**config.mk**
```make
export PLATFORM = sky130hd
export DESIGN_NAME = psc_pll_control
export DESIGN_NICKNAME = d
export VERILOG_FILES = /design/src/hdl/psc_pkg.sv /design/src/hdl/psc_serial_rx.sv /design/src/hdl/psc_pll_control.sv
export SDC_FILE = /design/constraint.sdc
export NUM_CORES = 1
export LEC_CHECK = 0
export BUFFER_PORTS_ARGS = -buffer_cell sky130_fd_sc_hd__buf_2
export CORE_ASPECT_RATIO = 1.1
export CORE_MARGIN = 2
export CORE_UTILIZATION = 40
export CTS_CLUSTER_DIAMETER = 40
export DETAILED_ROUTE_END_ITERATION = 8
export GPL_ROUTABILITY_DRIVEN = 0
export HOLD_SLACK_MARGIN = 0.1
export PLACE_DENSITY_LB_ADDON = 0.3
export SLEW_MARGIN = 20
export SYNTH_ARGS = -nofsm -noshare
export SYNTH_HDL_FRONTEND = slang
export SYNTH_SLANG_ARGS = --single-unit
```
**constraint.sdc**
```tcl
create_clock -name CLK -period 4.5 [get_ports CLK]
set_input_delay 0.225 -clock CLK [delete_from_list [all_inputs] [get_ports CLK]]
set_output_delay 0.225 -clock CLK [all_outputs]
set_load 0.005 [all_outputs]
```
**src/hdl/psc_pkg.sv**
```systemverilog
/*
 * Shared constants and types of the synthesizer control latches: word layout,
 * latch select codes, reset values, power-down states and timer scaling.
 * Assumes a 24-bit serial word with the latch select in its two low bits.
 */
package psc_pkg;

   localparam int PSC_WORD_W = 24;

   // latch select codes carried in the two low bits of every word
   localparam logic [1:0] PSC_SEL_REF  = 2'h0;
   localparam logic [1:0] PSC_SEL_AB   = 2'h1;
   localparam logic [1:0] PSC_SEL_FUNC = 2'h2;
   localparam logic [1:0] PSC_SEL_INIT = 2'h3;

   // pump boost bit position inside the AB counter word
   localparam int PSC_AB_GAIN_POS = 21;

   // pump events per step of the timeout select field
   localparam int PSC_FL_UNIT_EVENTS = 4;
   localparam int PSC_TMR_W          = 8;

   localparam logic [PSC_WORD_W-1:0] PSC_WORD_RESET = 24'h000000;
   localparam logic [1:0]            PSC_SYNC_RESET = 2'h0;
   localparam logic [PSC_TMR_W-1:0]  PSC_TMR_RESET  = 8'h00;

   // function and initialization latches share this layout
   typedef struct packed {
      logic [1:0] prescaler_ratio_select;
      logic       power_down_sync_select;
      logic [2:0] secondary_pump_current;
      logic [2:0] primary_pump_current;
      logic [3:0] fastlock_timeout_select;
      logic       fastlock_mode;
      logic       fastlock_enable;
      logic       pump_three_state;
      logic       pd_polarity;
      logic [2:0] monitor_mux_select;
      logic       power_down_request_bit;
      logic       counter_hold_bit;
      logic [1:0] latch_select_bits;
   } psc_func_type;

   localparam psc_func_type PSC_FUNC_RESET = psc_func_type'(24'h000000);

   // received word with its one-cycle valid strobe
   typedef struct packed {
      logic                  valid;
      logic [PSC_WORD_W-1:0] word;
   } psc_word_type;

   typedef enum logic [1:0] {
      PSC_RUN       = 2'b00,
      PSC_SYNC_WAIT = 2'b01,
      PSC_DOWN      = 2'b11
   } psc_pd_state_type;

endpackage

```
**src/hdl/psc_serial_rx.sv**
```systemverilog
/*
 * Three-wire serial receiver: synchronises clock, data and load strobe,
 * shifts on serial clock rising edges, emits the word on load rising edge.
 * Assumes the serial clock is at least four system clocks per half period.
 */
`timescale 1ns/1ps
module psc_serial_rx
   import psc_pkg::*;
(
   input  wire logic         clk,
   input  wire logic         rst_n,
   input  wire logic         ser_clk,
   input  wire logic         ser_data,
   input  wire logic         load_en,
   output psc_word_type      word_out
);

   logic [2:0]            sclk_sync_reg;
   logic [1:0]            data_sync_reg;
   logic [2:0]            le_sync_reg;
   logic [PSC_WORD_W-1:0] shift_reg;
   psc_word_type          word_reg;

   wire sclk_rise = sclk_sync_reg[1] & ~sclk_sync_reg[2];
   wire le_rise   = le_sync_reg[1] & ~le_sync_reg[2];

   ////////////////////////////////////////////////////////////////////////////
   always_ff @(posedge clk or negedge rst_n) begin
      if (!rst_n) begin
         sclk_sync_reg <= 3'h0;
         data_sync_reg <= 2'h0;
         le_sync_reg   <= 3'h0;
      end else begin
         sclk_sync_reg <= {sclk_sync_reg[1:0], ser_clk};
         data_sync_reg <= {data_sync_reg[0], ser_data};
         le_sync_reg   <= {le_sync_reg[1:0], load_en};
      end
   end

   // msb first, so the first bit ends at the top; never gated by power-down
   always_ff @(posedge clk or negedge rst_n) begin
      if (!rst_n) begin
         shift_reg <= PSC_WORD_RESET;
      end else if (sclk_rise) begin
         shift_reg <= {shift_reg[PSC_WORD_W-2:0], data_sync_reg[1]};
      end
   end

   always_ff @(posedge clk or negedge rst_n) begin
      if (!rst_n) begin
         word_reg <= '0;
      end else begin
         word_reg.valid <= le_rise;
         word_reg.word  <= le_rise ? shift_reg : word_reg.word;
      end
   end

   assign word_out = word_reg;
endmodule

```
**src/hdl/psc_pll_control.sv**
```systemverilog
/*
 * Control latches of a PLL synthesizer: latch decode, counter hold, power-down
 * modes with chip enable, fastlock timer, pump current select, internal reset.
 * Assumes PUMP_EVENT is a one-cycle pulse on CLK from the phase detector path
 * and that the serial pins and chip enable are asynchronous to CLK.
 */
`timescale 1ns/1ps
// Summary of operation
// - select bits 11 store initialization latch
// - select bits 10 store function latch
// - counter hold bit holds all counters reset
// - counters released together, aligned
// - chip enable low powers down regardless
// - request without sync select: immediate power-down
// - request with sync select: wait pump event
// - power-down loads counters, tristates pump, clears lock
// - serial register keeps working in power-down
// - fastlock timeout only when fastlock enable set
// - mode bit: zero mode 1, one mode 2
// - mode 1: boost bit selects secondary current
// - mode 2: timeout clears boost bit
// - timeout counter runs only in mode 2
// - primary and secondary currents from two fields
// - three-state bit floats pump output
// - initialization load fires internal reset pulse
// - initialization pulse triggers programmed sync power-down
// - first AB load after init pulses again
// - select 00 reference latch, 01 AB latch
// - counter hold never invokes sync power-down
module psc_pll_control
   import psc_pkg::*;
#(
   parameter int FL_UNIT_EVENTS = PSC_FL_UNIT_EVENTS,
   parameter int TMR_W          = PSC_TMR_W
) (
   input  wire logic                  CLK,
   input  wire logic                  RESET_N,
   input  wire logic                  SER_CLK,
   input  wire logic                  SER_DATA,
   input  wire logic                  LOAD_EN,
   input  wire logic                  CHIP_ENABLE,
   input  wire logic                  PUMP_EVENT,
   output logic                       POWER_DOWN,
   output logic                       COUNTER_LOAD,
   output logic                       PUMP_HIGH_Z,
   output logic                       LOCK_DETECT_CLEAR,
   output logic [2:0]                 PUMP_CURRENT,
   output logic                       FASTLOCK_ACTIVE,
   output logic [2:0]                 MONITOR_SELECT,
   output logic [1:0]                 PRESCALER_SELECT,
   output logic                       PD_POLARITY,
   output logic [PSC_WORD_W-1:0]      REF_LATCH_WORD,
   output logic [PSC_WORD_W-1:0]      AB_LATCH_WORD
);

   logic [1:0]            rst_sync_reg;
   logic [1:0]            ce_sync_reg;
   psc_word_type          rx_word;
   psc_func_type          func_reg;
   psc_func_type          func_next;
   logic [PSC_WORD_W-1:0] ref_reg;
   logic [PSC_WORD_W-1:0] ab_reg;
   logic                  gain_next;
   logic                  first_ab_reg;
   logic                  int_pulse_reg;
   logic [TMR_W-1:0]      tmr_reg;
   logic [TMR_W-1:0]      tmr_next;
   psc_pd_state_type      pd_state_reg;
   psc_pd_state_type      pd_state_next;
   logic                  counter_load_reg;
   logic                  pump_high_z_reg;
   logic                  lock_clear_reg;
   logic [2:0]            pump_current_reg;
   logic                  fastlock_active_reg;
   logic                  live_reg;

   wire rst_n = rst_sync_reg[1];

   ////////////////////////////////////////////////////////////////////////////
   // reset release and chip enable synchronisers
   always_ff @(posedge CLK or negedge RESET_N) begin
      if (!RESET_N) begin
         rst_sync_reg <= PSC_SYNC_RESET;
      end else begin
         rst_sync_reg <= {rst_sync_reg[0], 1'b1};
      end
   end

   always_ff @(posedge CLK or negedge rst_n) begin
      if (!rst_n) begin
         ce_sync_reg <= PSC_SYNC_RESET;
      end else begin
         ce_sync_reg <= {ce_sync_reg[0], CHIP_ENABLE};
      end
   end

   wire ce_high = ce_sync_reg[1];

   ////////////////////////////////////////////////////////////////////////////
   // serial receiver runs in every power state
   psc_serial_rx u_rx (
      .clk      (CLK),
      .rst_n    (rst_n),
      .ser_clk  (SER_CLK),
      .ser_data (SER_DATA),
      .load_en  (LOAD_EN),
      .word_out (rx_word)
   );

   ////////////////////////////////////////////////////////////////////////////
   // latch decode
   wire [1:0] sel     = rx_word.word[1:0];
   wire       ld_ref  = rx_word.valid && (sel == PSC_SEL_REF);
   wire       ld_ab   = rx_word.valid && (sel == PSC_SEL_AB);
   wire       ld_func = rx_word.valid && (sel == PSC_SEL_FUNC);
   wire       ld_init = rx_word.valid && (sel == PSC_SEL_INIT);

   assign func_next = (ld_func || ld_init) ? psc_func_type'(rx_word.word) : func_reg;

   ////////////////////////////////////////////////////////////////////////////
   // fastlock: mode 2 counts pump events, mode 1 and disabled leave boost alone
   wire gain     = ab_reg[PSC_AB_GAIN_POS];
   wire fl_mode2 = func_reg.fastlock_enable && func_reg.fastlock_mode;
   // top bit is set only in PSC_DOWN, so the power-down pin comes from a flop
   wire pd_down  = pd_state_reg[1];
   wire fl_run   = fl_mode2 && gain && !pd_down && !int_pulse_reg;

   wire [TMR_W-1:0] tmr_limit =
      TMR_W'(({1'b0, func_reg.fastlock_timeout_select} + 5'h01) * FL_UNIT_EVENTS);
   wire fl_expire = fl_run && PUMP_EVENT && (tmr_reg == tmr_limit - TMR_W'(1));

   // a new AB load wins over an expiry in the same cycle and restarts the timer
   assign gain_next = ld_ab ? rx_word.word[PSC_AB_GAIN_POS] :
                      (fl_expire ? 1'b0 : gain);

   always_comb begin
      tmr_next = tmr_reg;
      if (!fl_run || ld_ab || fl_expire) begin
         tmr_next = PSC_TMR_RESET;
      end else if (PUMP_EVENT) begin
         tmr_next = tmr_reg + TMR_W'(1);
      end
   end

   ////////////////////////////////////////////////////////////////////////////
   // power-down state
   wire pd_req  = func_reg.power_down_request_bit;
   wire pd_sync = func_reg.power_down_sync_select;

   always_comb begin
      pd_state_next = PSC_RUN;
      if (!ce_high) begin
         pd_state_next = PSC_DOWN;
      end else if (pd_req && !pd_sync) begin
         pd_state_next = PSC_DOWN;
      end else if (pd_req) begin
         unique case (pd_state_reg)
            PSC_DOWN: begin
               pd_state_next = PSC_DOWN;
            end
            PSC_RUN, PSC_SYNC_WAIT: begin
               pd_state_next = (PUMP_EVENT || int_pulse_reg) ? PSC_DOWN : PSC_SYNC_WAIT;
            end
            default: begin
               pd_state_next = PSC_DOWN;
            end
         endcase
      end
   end

   ////////////////////////////////////////////////////////////////////////////
   always_ff @(posedge CLK or negedge rst_n) begin
      if (!rst_n) begin
         func_reg      <= PSC_FUNC_RESET;
         ref_reg       <= PSC_WORD_RESET;
         ab_reg        <= PSC_WORD_RESET;
         tmr_reg       <= PSC_TMR_RESET;
         pd_state_reg  <= PSC_RUN;
      end else begin
         func_reg      <= func_next;
         ref_reg       <= ld_ref ? rx_word.word : ref_reg;
         ab_reg        <= {ld_ab ? rx_word.word[PSC_WORD_W-1:PSC_AB_GAIN_POS+1]
                                 : ab_reg[PSC_WORD_W-1:PSC_AB_GAIN_POS+1],
                           gain_next,
                           ld_ab ? rx_word.word[PSC_AB_GAIN_POS-1:0]
                                 : ab_reg[PSC_AB_GAIN_POS-1:0]};
         tmr_reg       <= tmr_next;
         pd_state_reg  <= pd_state_next;
      end
   end

   // internal reset pulse: on init load, and once more on the first AB load
   always_ff @(posedge CLK or negedge rst_n) begin
      if (!rst_n) begin
         first_ab_reg  <= 1'b0;
         int_pulse_reg <= 1'b0;
      end else begin
         first_ab_reg  <= ld_init || (first_ab_reg && !ld_ab);
         int_pulse_reg <= ld_init || (ld_ab && first_ab_reg);
      end
   end

   ////////////////////////////////////////////////////////////////////////////
   // one load signal for the R and N counters keeps them released in step;
   // counter hold touches only load and pump, never the power state
   wire hold_w = func_reg.counter_hold_bit;

   always_ff @(posedge CLK or negedge rst_n) begin
      if (!rst_n) begin
         counter_load_reg    <= 1'b1;
         pump_high_z_reg     <= 1'b1;
         lock_clear_reg      <= 1'b1;
         pump_current_reg    <= 3'h0;
         fastlock_active_reg <= 1'b0;
      end else begin
         counter_load_reg    <= pd_down || hold_w || int_pulse_reg;
         pump_high_z_reg     <= pd_down || hold_w || int_pulse_reg ||
                                func_reg.pump_three_state;
         lock_clear_reg      <= pd_down;
         pump_current_reg    <= gain ? func_reg.secondary_pump_current
                                     : func_reg.primary_pump_current;
         fastlock_active_reg <= gain;
      end
   end

   assign POWER_DOWN        = pd_down;
   assign COUNTER_LOAD      = counter_load_reg;
   assign PUMP_HIGH_Z       = pump_high_z_reg;
   assign LOCK_DETECT_CLEAR = lock_clear_reg;
   assign PUMP_CURRENT      = pump_current_reg;
   assign FASTLOCK_ACTIVE   = fastlock_active_reg;
   assign MONITOR_SELECT    = func_reg.monitor_mux_select;
   assign PRESCALER_SELECT  = func_reg.prescaler_ratio_select;
   assign PD_POLARITY       = func_reg.pd_polarity;
   assign REF_LATCH_WORD    = ref_reg;
   assign AB_LATCH_WORD     = ab_reg;

   ////////////////////////////////////////////////////////////////////////////
   // checks start one edge after rst_n rises: the flops leave reset only then,
   // so an attempt at the release edge would see stale reset values
   always_ff @(posedge CLK or negedge rst_n) begin
      if (!rst_n) begin
         live_reg <= 1'b0;
      end else begin
         live_reg <= 1'b1;
      end
   end
endmodule

```
* Word-level counts from Yosys, hierarchy flattened
Cells that the tools add are included.
Word-level totals: bits in registers 150, input bits 7, output and inout bits 62, word-level logic and storage cells 86
Cells by class: $add $sub $neg 3, equal/unequal tests 5, muxes and demuxes 10, bitwise operators 4, reduce and logical (&&, ||, !) cells 32
Operator list (number):
- 2-to-1 mux 8 bit | 2
- logical AND 1 bit | 13
- 2-to-1 mux 2 bit | 5
- logical OR 1 bit | 9
- adder 8 x 1 -> 8 bit (second input constant) | 1
- == test 8 bit | 1
- subtractor 7 x 1 -> 8 bit (second input constant) | 1
- adder 4 x 1 -> 5 bit (second input constant) | 1
- logical NOT 1 bit | 5
- == test 2 x 1 -> 1 bit (second input constant) | 2
- == test 2 bit (second input constant) | 2
- logical NOT 2 bit | 2
- nonzero test 2 bit | 2
- 2-to-1 mux 3 bit | 1
- AND 1 bit | 2
- 2-to-1 mux 1 bit | 2
- inverter 1 bit | 2
- OR reduction 2 bit | 1

* Depth between registers and ports, before layout
Gate-level depths: netlist of the first run.
depth after elaboration 8, gate-level depth with buffers 6, mapped depth without buffers 6

* Modules after synthesis
A second synthesis of the first run with hierarchy kept.
Second synthesis, totals: cell total of the unflattened synthesis 416, area total of the unflattened synthesis 6003.3 um^2
By module, submodules not included:
- psc_pll_control | times used 1, cells each 303, area each 3759.9 um^2, sequential area each 2306.0 um^2
- psc_serial_rx | times used 1, cells each 113, area each 2243.4 um^2, sequential area each 1426.4 um^2

* Least setup slack after synthesis of the first run
OpenSTA, ideal clock, no wires.
kind flip-flop to flip-flop, start register func_reg[11] in the netlist's numbering, end register tmr_reg[0], library setup time 0.142 ns, arrival time 2.015 ns, required time 4.358 ns, path slack 2.343 ns, cell stages (with the launch flop) 7, path buffers 0, clock period less this slack 2.157 ns, path through dfrtp_1 -> ha_1 -> and3_2 -> a211o_1 -> a21o_1 -> a2111oi_4 -> nor3_1
On the way: cells in the longest elaborated chain, start to end 6, elaborated cells between the ends (all ways) 7, classes of those cells add/sub (2); eq/ne (1); mux (1); reduce/logical (3)
Ends and longest elaborated chain:
- start: declaration | line psc_pll_control.sv:59 | psc_func_type func_reg;
- start signal: assignment | line psc_pll_control.sv:180 | func_reg <= func_next;
- adder 4 x 1 -> 5 bit (*) | line psc_pll_control.sv:129 | TMR_W'(({1'b0, func_reg.fastlock_timeout_select} + 5'h01) * FL_UNIT_EVENTS);
- subtractor 7 x 1 -> 8 bit (*) | line psc_pll_control.sv:130 | wire fl_expire = fl_run && PUMP_EVENT && (tmr_reg == tmr_limit - TMR_W'(1));
- == test 8 bit (*) | line psc_pll_control.sv:130
- logical AND 1 bit (*) | line psc_pll_control.sv:130
- logical OR 1 bit (*) | line psc_pll_control.sv:138 | if (!fl_run || ld_ab || fl_expire) begin
- 2-to-1 mux 8 bit / nonzero test 2 bit (equally long branches)
- end signal: assignment | line psc_pll_control.sv:187 | tmr_reg <= tmr_next;
- end: declaration | line psc_pll_control.sv:66 | logic [TMR_W-1:0] tmr_reg;
Mark *: on every way between the ends. The rest lies on a longest branch, timed or not. A chain may end at the register's enable or synchronous reset.

* Final worst setup path of the first run
Same ends and word-level chain as after synthesis.

==> results.yml, run 1 <==
routing:
  wire_per_inst_um: 15.5
  dr.pass1.iters: 4
  ant_nets: 0
  via_per_inst: 4.87
  wl_um: 10600
  vias: 3336
  drt_iter0_drc: 208
  drcViolationCount: 0
sta:
  fin_crit_sh_pct: 53.9
  rsz0062_at_grt: "false"
  layout_min_cycle_time_ns: 2.42
  max_freq_mhz: 413
  skew_ns: 0.00732
  drv_slew: 0
  hold_violations: 0
  relSlewSlack_pct: 50.0
  setup_viol: 0
  setup-tns-final_ns: 0
  worst_pin_slew_ns: 0.751
floorplan:
  ioPinCount: 69
  die_w_um: 118
  die_area_um2: 15200
  core_um2: 13900
  die_y_um: 129
  start_util_pct: 41.1
  rows: 45
global_routing:
  grt_usage_pct: 15.3
  grt_pass1_vias: 3580
  grt_max_degree: 90
  grt_pass1_wl_um: 18100
  grt-ovfl-total: 0
  antenna_found_initial: 0
final_layout:
  layout.area.seq_um2: 3740
  diodes: 0
  areaGrowthSynthToFinish_pct: 21.3
  drive_above_1_share_pct: 42.7
  stdcell_count: 685
  largest_reg_flops: 25
  fillers: 1246
  multi_input_area_um2: 1870
  layout.nets: 495
synth:
  synthCells: 409
  syn_area_per_cell_um2: 13.9
  yosysWarnings: 0
  synth_area_leader_cell: "dfrtp_1"
  synth_top_area_share_pct: 64.2
  netlist_area_um2: 5690
  synthTopCellsByCount: "dfrtp_1, mux2_2, nand2_1"
  ys_async_sr_fraction_pct: 100
  synth-seq-area-share_pct: 65.6
  synth-seq-cells: 149
  synth_cell_types: 37
  synth-edff-count: 0
  synth.area.top_cells: "dfrtp_1, mux2_2, nand2_1"
  yosysMostFrequentCell: "dfrtp_1"
  synthFlopType: "dfrtp_1"
  synth_nets: 419
power:
  switching_share_pct: 26.0
  comb_power_share_pct: 15.5
  switchingPower_mw: 1.02
  p_int_mw: 2.89
  vdd_ir_drop_max_v: 0.000251
  p_seq_share_pct: 48.0
  cellPowerDensity_nw_per_um2: 566
  clockPowerShare_pct: 36.6
  p_leak_nw: 3.47
clock_network:
  cts-buffers-inserted: 17
  clkLatencyLatePin_ns: 0.41
  clk_pin_slew_ns: 0.06
  cts_resized: 0
  cts_tree: "built"
  cts_buffer_depth: 2
  ctsHtreeMaxLevel: 4
  clock-sinks: 149
  cts_root_buf: "clkbuf_16"
setup_path:
  crit_type: "flop to flop"
  arrival_ns: 2.69
  cp-end-kind: "flop"
  path_delay_family: "compound AO/OA/AOI/OAI gates"
  cp-startpoint: "func_reg[11]"
  slowest_stage: "a2111oi_4"
  crit_buf_inv: 0
  critPathMaxStageDelay_ns: 0.54
  crit_chain: "ha_1 > and3_2 > a211o_1 > a21o_1 > a2111oi_4 > nor3_1"
  crit_fanout: 9
  cp.required_ns: 4.77
  rr_startpoint: "func_reg[11]"
  worst_setup_path_start_kind: "flop"
flow_run:
  cap_violations: 0
min_path:
  worstHoldStart: "PUMP_EVENT"
  hold_path.class: "input pin to flop"
placed_design:
  hpwlAfterDp_um: 6780
  dp.cells: 648
  numPortBuffers: 68
run_status:
  status: "finished clean"
==> tightest hold or removal path, cell delays in order <==
cell	delay [ns]
buf_2	0.17
xnor2_1	0.13
nor3_1	0.04
==> area by class of cell <==
class,instances,share of cell area (%)
timing repair buffer,79,6.53
clock buffer,20,6.62
inverter,2,0.109
multi-input combinational,236,27.0
tap,188,3.41
sequential,149,54.1
clock inverter,11,2.19
==> cells in the final DEF, fill, tap and decap left out, drive strengths merged, types with 4 or more instances in the layout <==
cell         Yosys  routed
nor2b            4       4
clkbuf          11      20
dlygate4sd3      0       6
nor2            10      10
xnor2            6       6
buf             11      73
nand2           70      70
nand3            5       5
dfrtp          146     146
clkinvlp         0       4
mux2            96      96
nor3             8       8
xor2             5       5
==> per-layer routing <==
metal,GRT usage [%],wire length [µm],vias to the layer above
met5,0,0,-
met4,6.80,226,0
met3,4.97,361,13
met2,23.7,5030,62
met1,19.9,5010,1718
li1,-,-,1543
==> power groups by stage <==
stage | Clock [mW] | Combinational [mW] | Sequential [mW]
finish | 1.43 | 0.604 | 1.87
global placement | 0 | 0.585 | 1.88
global route | 1.53 | 0.673 | 1.92
detailed placement | 0 | 0.607 | 1.90
CTS | 1.47 | 0.617 | 1.88
floorplan | 0 | 0.403 | 1.84
==> kinds of logic after synthesis <==
kind of cell             after synthesis  synth area share (%)
AND/OR/NAND/NOR                      112                  8.81
other                                  1                0.0659
AO/OA/AOI/OAI                         11                  1.91
multiplexers                          98                  19.3
adder cells (fa/ha/maj)                3                 0.659
buffers and inverters                 24                  1.96
XOR/XNOR                              11                  1.69
flip-flops                           149                  65.6
==> per-stage QoR <==
step                      hold slack, ns  worst slack, ns  utilization (%)  power, mW  cell area, µm²
after floorplan                  -0.0706           0.0463                -       2.25            5690
after CTS                          0.178             2.08             49.8       3.96            6900
after global placement            0.0104             2.21             45.0       2.46            6230
final                              0.202             2.08             49.8       3.91            6900
after global routing               0.219             1.91             49.8       4.12            6900
after detailed placement          0.0146             2.10             45.0       2.51            6230
==> final timing paths <==
check / end / slack [ns] / cells after the start
setup / recovery: tmr_reg[0] / 2.08 / 6
hold / removal: tmr_reg[0] / 0.20 / 3
setup reg to reg: tmr_reg[0] / 2.08 / 6
hold reg to reg: u_rx.data_sync_reg[1] / 0.35 / 0
max in group asynchronous: COUNTER_LOAD / 3.16 / 1
min in group asynchronous: PRESCALER_SELECT[1] / 0.40 / 0
==> repair_timing <==
action	CTS	global route
hold endpoints to repair	6	0
buffers inserted	0	0
hold buffers	6	0
(Power assumes the default switching activity.)
==> run 2, diff against run 1 <==
==> constraint.sdc (replaced) <==
create_clock -name CLK -period 2.3 [get_ports CLK]
set_input_delay 0.115 -clock CLK [delete_from_list [all_inputs] [get_ports CLK]]
set_output_delay 0.115 -clock CLK [all_outputs]
set_load 0.005 [all_outputs]
==> results.yml, run 2 (same netlist as run 1, synthesis figures left out) <==
power:
  finalPower_mw: 7.73
  cellPowerDensity_nw_per_um2: 1100
  p_leak_nw: 3.54
  vdd_ir_drop_max_v: 0.000507
placed_design:
  dpl_cell_area_um2: 6300
  preCtsSetupSlack_ns: 0.0385
  dp.cells: 656
  numPortBuffers: 68
  hpwlAfterDp_um: 7060
global_routing:
  use_met2_pct: 24.7
  grt.busiest_layer: "met2"
  grt_pass1_vias: 3577
  grt_usage_pct: 15.3
  grt-ovfl-total: 0
  grt.met3_usage_pct: 4.45
  grt_max_degree: 57
  antenna_found_initial: 0
  grt_pass1_wl_um: 18000
  gr-usage-met1_pct: 19.0
sta:
  skew_ns: 0.00677
  relSlewSlack_pct: 61.9
  drv_slew: 0
  hold_violations: 0
  fin_crit_sh_pct: 96.3
  layout_min_cycle_time_ns: 2.21
  fin_ws_ns: 0.0855
  setup_viol: 0
  setup-tns-final_ns: 0
  max_freq_mhz: 452
  worst_pin_slew_ns: 0.571
floorplan:
  core_um2: 13900
  die_area_um2: 15200
  rows: 45
  start_util_pct: 41.1
  ioPinCount: 69
  die_w_um: 118
  die_y_um: 129
clock_network:
  clkLatencyLatePin_ns: 0.42
  cts_buffer_depth: 2
  cts_tree: "built"
  clock-sinks: 149
  clk_pin_slew_ns: 0.06
  ctsHtreeMaxLevel: 4
  cts-buffers-inserted: 17
  cts_root_buf: "clkbuf_16"
routing:
  ant_nets: 0
  wl_um: 10800
  drcViolationCount: 0
  dr.pass1.iters: 5
  vias: 3369
  wire_per_inst_um: 15.6
  via_per_inst: 4.85
  drt_iter0_drc: 226
setup_path:
  crit_type: "flop to flop"
  cp.required_ns: 2.58
  r2r-end: "tmr_reg[5]"
  critPathMaxStageDelay_ns: 0.41
  path_delay_family: "compound AO/OA/AOI/OAI gates"
  crit_chain: "buf_4 > ha_2 > and4bb_1 > a211o_1 > a21o_1 > a2111oi_4 > buf_4 > nor3_1"
  crit_fanout: 8
  cp-end-kind: "flop"
  rr_startpoint: "func_reg[11]"
  slowest_stage: "dfrtp_1"
  crit_buf_inv: 2
  r2r_setup_slack_ns: 0.09
  cpMostUsedCell: "buf_4"
  rr_worst_depth: 8
  cp-startpoint: "func_reg[11]"
  worst_setup_path_start_kind: "flop"
  cp.depth: 8
  arrival_ns: 2.50
final_layout:
  multi_input_area_um2: 1880
  final_cell_area_um2: 7010
  stdcell_count: 695
  layout_commonest_cell: "dfrtp_1"
  layout.nets: 505
  areaGrowthSynthToFinish_pct: 23.1
  largest_reg_flops: 25
  diodes: 0
  layout_common_cells: "dfrtp_1, mux2_2, nand2_1, buf_2, clkbuf_16"
  fillers: 1218
  drive_above_1_share_pct: 43.6
  layout.area.seq_um2: 3740
run_status:
  status: "finished clean"
flow_run:
  cap_violations: 0
min_path:
  hold_path.class: "flop to asynchronous set/reset pin"
-- run 2: metal layers --
| layer | vias to the layer above | share of wire (%) |
|---|---|---|
| met3 | 22 | 3.4 |
| met1 | 1726 | 45 |
| met2 | 57 | 49 |
| met4 | 0 | 2.7 |
| met5 | - | 0 |
| li1 | 1564 | - |
-- run 2: per-stage QoR --
step                      hold slack [ns]  utilization [%]
final                               0.322             50.6
after global routing                0.345             50.6
after CTS                           0.320             50.4
after detailed placement          -0.0989             45.5
after global placement            -0.0999             45.5
after floorplan                    -0.181                -
-- run 2: layout make-up --
cell class | count | share of cell area (%)
multi-input cells | 236 | 26.8
clock buffers | 23 | 6.96
well taps | 188 | 3.36
repair buffers | 89 | 7.71
inverters | 2 | 0.107
clock inverters | 8 | 1.73
flip-flops and latches | 149 | 53.3
-- run 2: worst max path at each step --
stage	endpoint
after floorplan	tmr_reg[0]
after global placement	tmr_reg[7]
after detailed placement	tmr_reg[3]
after CTS	tmr_reg[5]
after global routing	tmr_reg[5]
final	tmr_reg[5]
-- run 2: report_power, final --
group	switching, mW	internal (mW)
Clock	1.01	1.81
Sequential	0.434	3.21
Combinational	0.533	0.730
-- run 2: repair_timing --
action	CTS	global route
buffers inserted	0	1
hold buffers	7	0
endpoints found under the setup margin	0	8
hold endpoints to repair	7	0
resized for setup	0	3
